**src/pkg/dif_pkg.sv**
```systemverilog
package dif_pkg;

  // Terminal count and function-code width.
  localparam int unsigned NUM_TERM  = 9;
  localparam int unsigned CODE_W    = 6;
  localparam int unsigned IDX_W     = 4;

  // Input function codes decoded by this block.
  localparam logic [5:0] FC_KEYPAD_WRITE   = 6'h13;
  localparam logic [5:0] FC_PID_BYPASS     = 6'h14;
  localparam logic [5:0] FC_SENSE_INVERT   = 6'h15;
  localparam logic [5:0] FC_POWER_LOSS     = 6'h16;
  localparam logic [5:0] FC_TORQUE_BYPASS  = 6'h17;
  localparam logic [5:0] FC_LINK_GATE      = 6'h18;
  localparam logic [5:0] FC_GENERAL_INPUT  = 6'h19;
  localparam logic [5:0] FC_PICKUP_GATE    = 6'h1A;

  // Torque mode and pid mode setting values that count as active.
  localparam logic [1:0] MODE_ACTIVE_A     = 2'h1;
  localparam logic [1:0] MODE_ACTIVE_B     = 2'h2;

  // Link source setting field positions.
  localparam int unsigned LINK_FREQ_BIT    = 0;
  localparam int unsigned LINK_RUN_BIT     = 1;

  // Role of the voltage analog input.
  localparam logic [1:0] ROLE_FREQ_CMD     = 2'h0;
  localparam logic [1:0] ROLE_TORQUE_CMD   = 2'h1;
  localparam logic [1:0] ROLE_PID_FEEDBACK = 2'h2;

  // Reset assignment of terminals one to nine: codes 0 to 8, terminal one in the low field.
  localparam logic [NUM_TERM*CODE_W-1:0] SEL_RESET = 54'h8_1C61_440C_2040;

endpackage

```
**src/verilog/dif_decoder.sv**
```systemverilog
`timescale 1ns/1ps
module dif_decoder
  import dif_pkg::*;
#(
  parameter int unsigned N = NUM_TERM
) (
  input  wire logic                i_clk,
  input  wire logic                i_rst,
  input  wire logic [N-1:0]        i_term,
  input  wire logic                i_kp_we,
  input  wire logic [IDX_W-1:0]    i_kp_idx,
  input  wire logic [CODE_W-1:0]   i_kp_code,
  input  wire logic [1:0]          i_torque_mode_setting,
  input  wire logic [1:0]          i_pid_mode_setting,
  input  wire logic [1:0]          i_link_source_setting,
  input  wire logic                i_start_characteristic_setting,
  input  wire logic                i_volt_sense_reverse,
  input  wire logic                i_curr_sense_reverse,
  output logic                     o_kp_accept,
  output logic [N*CODE_W-1:0]      o_sel_codes,
  output logic                     o_keypad_write_permit,
  output logic                     o_pid_bypass_select,
  output logic                     o_pid_active,
  output logic                     o_freq_from_keypad,
  output logic                     o_analog_sense_invert,
  output logic                     o_volt_reverse_eff,
  output logic                     o_curr_reverse_eff,
  output logic                     o_power_loss_interlock,
  output logic                     o_torque_mode_bypass,
  output logic                     o_torque_ctrl_active,
  output logic [1:0]               o_volt_input_role,
  output logic                     o_link_command_gate,
  output logic                     o_link_freq_en,
  output logic                     o_link_run_en,
  output logic                     o_general_purpose_input,
  output logic                     o_pickup_start_gate,
  output logic                     o_pickup_start_en
);

  ////////////////////////////////////////////////////////////////////////////
  // Returns {assigned, on} for a function code; several terminals on one code are ORed.
  function automatic logic [1:0] fn_match(input logic [N*CODE_W-1:0] codes,
                                          input logic [N-1:0] lvl,
                                          input logic [CODE_W-1:0] code);
    logic asg;
    logic act;
    asg = 1'b0;
    act = 1'b0;
    for (int i = 0; i < N; i++) begin
      if (codes[i*CODE_W +: CODE_W] == code) begin
        asg = 1'b1;
        act = act | lvl[i];
      end
    end
    return {asg, act};
  endfunction

  // Setting values 1 and 2 both mean the mode is selected.
  function automatic logic fn_mode_on(input logic [1:0] s);
    return (s == MODE_ACTIVE_A) || (s == MODE_ACTIVE_B);
  endfunction

  ////////////////////////////////////////////////////////////////////////////
  // Decode of each function; an unassigned code yields an off qualifier.
  // Codes 27 to 29 and 32 have no decode here at all.
  wire logic [1:0] m_kp   = fn_match(o_sel_codes, i_term, FC_KEYPAD_WRITE);
  wire logic [1:0] m_pid  = fn_match(o_sel_codes, i_term, FC_PID_BYPASS);
  wire logic [1:0] m_inv  = fn_match(o_sel_codes, i_term, FC_SENSE_INVERT);
  wire logic [1:0] m_pl   = fn_match(o_sel_codes, i_term, FC_POWER_LOSS);
  wire logic [1:0] m_trq  = fn_match(o_sel_codes, i_term, FC_TORQUE_BYPASS);
  wire logic [1:0] m_lnk  = fn_match(o_sel_codes, i_term, FC_LINK_GATE);
  wire logic [1:0] m_gpi  = fn_match(o_sel_codes, i_term, FC_GENERAL_INPUT);
  wire logic [1:0] m_stm  = fn_match(o_sel_codes, i_term, FC_PICKUP_GATE);
  wire logic       kp_nxt = m_kp[0];

  // Keypad writes pass when no terminal holds the permit code, or when it is on.
  // Reassigning the permit terminal therefore needs it on first.
  assign o_kp_accept = !m_kp[1] || m_kp[0];

  dif_sel_table u_table (
    .i_clk   (i_clk),
    .i_rst   (i_rst),
    .i_we    (i_kp_we && o_kp_accept),
    .i_idx   (i_kp_idx),
    .i_data  (i_kp_code),
    .o_codes (o_sel_codes)
  );

  ////////////////////////////////////////////////////////////////////////////
  // Derived drive qualifiers, computed from this cycle's inputs and registered below.
  wire logic torque_sel  = fn_mode_on(i_torque_mode_setting);
  wire logic pid_sel     = fn_mode_on(i_pid_mode_setting);
  wire logic trq_act_nxt = torque_sel && !m_trq[0];
  wire logic [1:0] role_nxt = trq_act_nxt ? ROLE_TORQUE_CMD :
                              (pid_sel ? ROLE_PID_FEEDBACK : ROLE_FREQ_CMD);

  // All qualifiers except o_kp_accept are flopped so downstream logic sees one consistent snapshot.
  always_ff @(posedge i_clk or posedge i_rst) begin
    if (i_rst) begin
      o_keypad_write_permit   <= 1'b0;
      o_pid_bypass_select     <= 1'b0;
      o_pid_active            <= 1'b0;
      o_freq_from_keypad      <= 1'b0;
      o_analog_sense_invert   <= 1'b0;
      o_volt_reverse_eff      <= 1'b0;
      o_curr_reverse_eff      <= 1'b0;
      o_power_loss_interlock  <= 1'b0;
      o_torque_mode_bypass    <= 1'b0;
      o_torque_ctrl_active    <= 1'b0;
      o_volt_input_role       <= ROLE_FREQ_CMD;
      o_link_command_gate     <= 1'b0;
      o_link_freq_en          <= 1'b0;
      o_link_run_en           <= 1'b0;
      o_general_purpose_input <= 1'b0;
      o_pickup_start_gate     <= 1'b0;
      o_pickup_start_en       <= 1'b0;
    end else begin
      o_keypad_write_permit   <= kp_nxt;
      o_pid_bypass_select     <= m_pid[0];
      o_pid_active            <= pid_sel && !m_pid[0];
      o_freq_from_keypad      <= m_pid[0];
      o_analog_sense_invert   <= m_inv[0];
      o_volt_reverse_eff      <= i_volt_sense_reverse ^ m_inv[0];
      o_curr_reverse_eff      <= i_curr_sense_reverse ^ m_inv[0];
      o_power_loss_interlock  <= m_pl[0];
      o_torque_mode_bypass    <= m_trq[0];
      o_torque_ctrl_active    <= trq_act_nxt;
      o_volt_input_role       <= role_nxt;
      o_link_command_gate     <= m_lnk[0];
      o_link_freq_en          <= m_lnk[0] && i_link_source_setting[LINK_FREQ_BIT];
      o_link_run_en           <= m_lnk[0] && i_link_source_setting[LINK_RUN_BIT];
      o_general_purpose_input <= m_gpi[0];
      o_pickup_start_gate     <= m_stm[0];
      o_pickup_start_en       <= m_stm[0] && i_start_characteristic_setting;
    end
  end

  ////////////////////////////////////////////////////////////////////////////
  // Checks tied to the decode above.
  a_kp_write_block: assert property (@(posedge i_clk) disable iff (i_rst)
    (i_kp_we && !o_kp_accept) |=> (o_sel_codes == $past(o_sel_codes)))
    else $error("Keypad write changed the table while blocked.");

  a_kp_write_take: assert property (@(posedge i_clk) disable iff (i_rst)
    (i_kp_we && o_kp_accept && (i_kp_idx < 4'(N))) |=>
      (o_sel_codes[$past(i_kp_idx)*CODE_W +: CODE_W] == $past(i_kp_code)))
    else $error("Accepted keypad write did not land.");

  a_pid_bypass_out: assert property (@(posedge i_clk) disable iff (i_rst)
    o_freq_from_keypad |-> !o_pid_active)
    else $error("Pid active while bypassed.");

  a_sense_invert: assert property (@(posedge i_clk) disable iff (i_rst)
    ##1 (o_volt_reverse_eff == ($past(i_volt_sense_reverse) ^ o_analog_sense_invert)))
    else $error("Voltage sense inversion wrong.");

  a_power_loss: assert property (@(posedge i_clk) disable iff (i_rst)
    (!m_pl[1]) |=> !o_power_loss_interlock)
    else $error("Power loss flagged with no terminal assigned.");

  a_torque_mode: assert property (@(posedge i_clk) disable iff (i_rst)
    !fn_mode_on(i_torque_mode_setting) |=> !o_torque_ctrl_active)
    else $error("Torque control active outside modes 1 and 2.");

  a_volt_role: assert property (@(posedge i_clk) disable iff (i_rst)
    o_torque_ctrl_active == (o_volt_input_role == ROLE_TORQUE_CMD))
    else $error("Voltage input role mismatches torque state.");

  a_link_gate: assert property (@(posedge i_clk) disable iff (i_rst)
    !o_link_command_gate |-> !(o_link_freq_en || o_link_run_en))
    else $error("Link command passed with gate off.");

  a_pickup_gate: assert property (@(posedge i_clk) disable iff (i_rst)
    (m_stm[1] && !m_stm[0]) |=> !o_pickup_start_en)
    else $error("Pick-up start enabled with gate input off.");

  a_gpi_follow: assert property (@(posedge i_clk) disable iff (i_rst)
    $rose(o_general_purpose_input) |-> $past(m_gpi[1]))
    else $error("General input rose with no terminal assigned.");

endmodule

```
**src/verilog/dif_sel_table.sv**
```systemverilog
`timescale 1ns/1ps
module dif_sel_table
  import dif_pkg::*;
#(
  parameter int unsigned           N     = NUM_TERM,
  parameter int unsigned           W     = CODE_W,
  parameter logic [N*W-1:0]        RESET = SEL_RESET
) (
  input  wire logic                i_clk,
  input  wire logic                i_rst,
  input  wire logic                i_we,
  input  wire logic [IDX_W-1:0]    i_idx,
  input  wire logic [W-1:0]        i_data,
  output logic      [N*W-1:0]      o_codes
);

  ////////////////////////////////////////////////////////////////////////////
  // One selection word per terminal; an index past the last terminal is dropped.
  always_ff @(posedge i_clk or posedge i_rst) begin
    if (i_rst) begin
      o_codes <= RESET;
    end else if (i_we && (32'(i_idx) < N)) begin
      o_codes[i_idx*W +: W] <= i_data;
    end
  end

endmodule

```
**config.mk**
```make
export PLATFORM = sky130hd
export DESIGN_NAME = dif_decoder
export DESIGN_NICKNAME = d
export VERILOG_FILES = /design/src/pkg/dif_pkg.sv /design/src/verilog/dif_decoder.sv /design/src/verilog/dif_sel_table.sv
export SDC_FILE = /design/constraint.sdc
export NUM_CORES = 1
export LEC_CHECK = 0
export BUFFER_PORTS_ARGS = -buffer_cell sky130_fd_sc_hd__buf_2
export CAP_MARGIN = 10
export CORE_UTILIZATION = 55
export DETAILED_ROUTE_END_ITERATION = 10
export PLACE_DENSITY = 0.86
export SYNTH_ARGS = -nofsm -noshare
export SYNTH_HDL_FRONTEND = slang
export SYNTH_SLANG_ARGS = --single-unit
```
**constraint.sdc**
```tcl
create_clock -name i_clk -period 3 [get_ports i_clk]
set_clock_uncertainty 0.15 [all_clocks]
set_input_delay 0.3 -clock i_clk [delete_from_list [all_inputs] [get_ports i_clk]]
set_output_delay 0.3 -clock i_clk [all_outputs]
set_load 0.02 [all_outputs]
```
==> results.toml <==
[yosys]
synth_seq_cells = 70
synth.distinct_cells = 67
async_flop_share_pct = 100
post_synth_top_flop = "sky130_fd_sc_hd__dfrtp_1"
synth-xor-area-share_pct = 2.18
avgSynthCellArea_um2 = 9.24
synthesis.instances = 508
synth_enable_flop_cells = 0
seq_area_frac_synth_pct = 37.6
synthesis.area_um2 = 4700
post_synth_mux_area_share_pct = 12.2
synth_simple_gate_area_share_pct = 28.2
yosysWarningCount = 0
synthesis.nets = 550
yosys.area_share.adder_pct = 3.09
synth_compound_gate_area_share_pct = 13.6
main_combinational_cell_family_by_area_after_synthesis = "simple AND/OR/NAND/NOR gates"

[layout]
mostFrequentLayoutCell = "sky130_fd_sc_hd__buf_2"
final_cell_mix = "sky130_fd_sc_hd__buf_2, sky130_fd_sc_hd__buf_4, sky130_fd_sc_hd__dfrtp_1"
antenna_cells = 0
instances_no_fill = 802
utilization_pct = 75.1
layout-drive-gt1-share_pct = 41.3
finalNetCount = 734
areaGrowthSynthToFinish_pct = 32.1

[floorplan]
std_cell_rows = 33
die_height_um = 94.4
start_util_pct = 56.9
core_area_um2 = 8260
io_pins = 104
fp.dieArea_um2 = 8910
die_w_um = 94.4

[power]
netSwitchingFraction_pct = 42.0
p_seq_share_pct = 35.3
power_per_cell_area_nw_per_um2 = 685
p_switching_uw = 1780
p_clk_share_pct = 21.3
power.static_leakage_uw = 0.00302
vdd_ir_drop_max_uv = 515
power.internal_uw = 2470
power_frac_comb_pct = 43.4

[clocking]
worst_skew_pair.late_latency_ps = 360
ctsHtreeMaxLevel = 3
tritoncts = "yes"
max-clock-path-buffers = 2
cts.reportedPaths.clkPinSlew_ps = 90
tritoncts.num_buffers = 9
cts_root_buf = "sky130_fd_sc_hd__clkbuf_8"
clkSinkCount = 70

[detailed_routing]
wire_length_per_cell_um = 21.0
final_antenna_net_count = 0
first_iter_violations = 496
viasPerCell = 6.28
wirelength_mm = 16.8
route.detailed.drc = 0
detailroute.via_count = 5036
drt_pass1_iterations = 5

[global_routing]
via_count_of_the_first_global_routing_pass = 4808
grt_pass1_wl_mm = 25.6
grt_start_max_net_pins = 41
grt_antenna_before_repair = 0
overflow = 0
gr_usage_total_pct = 39.0

[setup_path]
worst-path-buf-inv = 0
path_delay_family = "simple AND/OR/NAND/NOR gates"
r2r_cells = 6
worstPathCellList = "and3b_1 > a31oi_1 > nand4_1 > a21bo_4 > or4_4 > mux2_4"
crit-reg2reg-capture = "u_table.o_codes[10]"
setup_cp_type = "reg2reg"
timing.critical_path.to_type = "flip-flop"
cp_slowest_cell = "sky130_fd_sc_hd__dfstp_2"
timing.rr.start = "u_table.o_codes[51]"
setup_slack_on_the_worst_flop_to_flop_path_ps = 30
worstSetupStartpointType = "flip-flop"
slowest_delay_ps = 610
worstPathMaxFanout = 8
cp.arrival_ps = 3060
worst_ep_required_time_ps = 3090

[hold_path]
hold_depth = 2
worstHoldPathType = "in2reg"
min_to = "o_link_freq_en"
hold_path.startpoint = "i_link_source_setting[0]"

[timing]
tightestPinTransition_ps = 856
rsz_0062_raised_after_global_routing = "false"
max-slew-margin-rel_pct = 42.8
setup_tns_ps = 0
finalWorstSetupSlack_ps = 29.2
timing.final.crit_share_pct = 99.0
hold_violations = 0
maxClockFrequency_ghz = 0.337
setup_viol = 0
finalCriticalPeriod_ps = 2970
report.final.slew_viol_count = 0

[placement]
gp_routability_congestion = 0.994
dp_worst_slack_ps = -242
dp_cells = 781
hpwlAfterDp_mm = 13.3
numPortBuffers = 103

[status]
status = "completed"

[flow_run]
max_cap_violations = 0
==> registers in the layout, summed over array words and instances (netlist names) <==
name and count:
o_analog_sense_invert 1, o_curr_reverse_eff 1, o_freq_from_keypad 1, o_general_purpose_input 1, o_keypad_write_permit 1, o_link_command_gate 1, o_link_freq_en 1, o_link_run_en 1
o_pickup_start_en 1, o_pickup_start_gate 1, o_pid_active 1, o_power_loss_interlock 1, o_torque_mode_bypass 1, o_volt_input_role 2, o_volt_reverse_eff 1, u_table.o_codes 54
==> cell type report <==
type / instances / area [µm²]
Multi-Input combinational cell: 402 / 2830
Tap cell: 105 / 131
Clock buffer: 9 / 124
Timing Repair Buffer: 189 / 1170
Sequential cell: 70 / 1770
Inverter: 20 / 75.1
Fill cell: 623 / 2060
Clock inverter: 7 / 105
==> kinds of logic after synthesis <==
| group | Yosys count |
|---|---|
| simple gates | 243 |
| compound gates | 88 |
| flops | 70 |
| mux | 50 |
| buf+inv | 36 |
| fa+ha+maj | 11 |
| xor+xnor | 10 |
==> worst max path at each step <==
| stage | start | endpoint | slack (ps) | depth (start not counted) |
|---|---|---|---|---|
| 2_1_floorplan | i_kp_idx[0] | u_table.o_codes[4] | 10 | 10 |
| 3_3_place_gp | i_kp_idx[1] | u_table.o_codes[52] | -150 | 11 |
| 3_5_place_dp | i_kp_idx[1] | u_table.o_codes[52] | -240 | 11 |
| 4_1_cts | u_table.o_codes[19] | u_table.o_codes[10] | 70 | 7 |
| 5_1_grt | i_kp_idx[1] | u_table.o_codes[2] | 30 | 12 |
| 6_report | u_table.o_codes[51] | u_table.o_codes[10] | 30 | 6 |
==> timing repair <==
| action | in CTS | in global routing |
|---|---|---|
| resized for setup | 0 | 4 |
| endpoints found under the setup margin | 0 | 12 |
| endpoints found under the hold margin | 28 | 1 |
| buffers inserted | 0 | 1 |
| hold buffers | 3 | 1 |
==> synth_stat cells, drive strengths merged, types with 3 or more instances <==
cell type  number  area [µm²]
a21oi          14        70.1
nand2          56         210
dfrtp          57        1430
and3            6        37.5
nor2           38         143
xor2            5        43.8
nor4            5        37.5
o22ai          12        81.3
clkbuf          8        30.0
buf             8        41.3
dfstp          13         342
o32ai           7        61.3
a22oi           3        22.5
and3b           3        26.3
or2             4        25.0
a211oi          3        22.5
a31oi           6        37.5
nand3          26         130
o211ai          4        35.0
or3             5        31.3
ha             10         125
nor3           19        95.1
nand3b          8        60.1
nand2b         13        81.3
nand4          11        68.8
and2            7        43.8
o32a            3        30.0
inv            20        75.1
o21ai          12        60.1
nand4b          6        52.6
nor4b           4        35.0
or3b            3        26.3
nor3b           5        37.5
nor2b          16         100
xnor2           4        35.0
mux2           50         571
==> power groups by stage <==
stage | Sequential [µW] | Combinational [µW] | Clock [µW]
final | 1500 | 1840 | 905
after global routing | 1520 | 1960 | 949
after CTS | 1500 | 1800 | 904
after detailed placement | 1510 | 1790 | 0
after global placement | 1490 | 1760 | 0
after floorplan | 1750 | 719 | 0
==> worst reg2reg max path, cell delays in order (launching register included) <==
cell                      delay (ps)
sky130_fd_sc_hd__dfstp_2         610
sky130_fd_sc_hd__and3b_1         230
sky130_fd_sc_hd__a31oi_1         270
sky130_fd_sc_hd__nand4_1         350
sky130_fd_sc_hd__a21bo_4         360
sky130_fd_sc_hd__or4_4           570
sky130_fd_sc_hd__mux2_4          310
==> metrics by stage <==
step	instance area, µm²	total power (µW)	hold slack (ps)
4_1_cts	6170	4200	1.30
6_report	6200	4250	17.1
3_5_place_dp	5910	3300	346
3_3_place_gp	5910	3250	340
2_1_floorplan	4730	2470	241
5_1_grt	6200	4430	8.14
==> metal layers <==
metal	track usage [%]	vias to the layer above	part of all wire [%]
met4	19.5	0	5.0
met5	0	-	0
met2	64.7	336	47
li1	-	2258	-
met3	7.65	67	8.7
met1	48.2	2375	39
No activity file was read; power rests on OpenSTA's default activity.
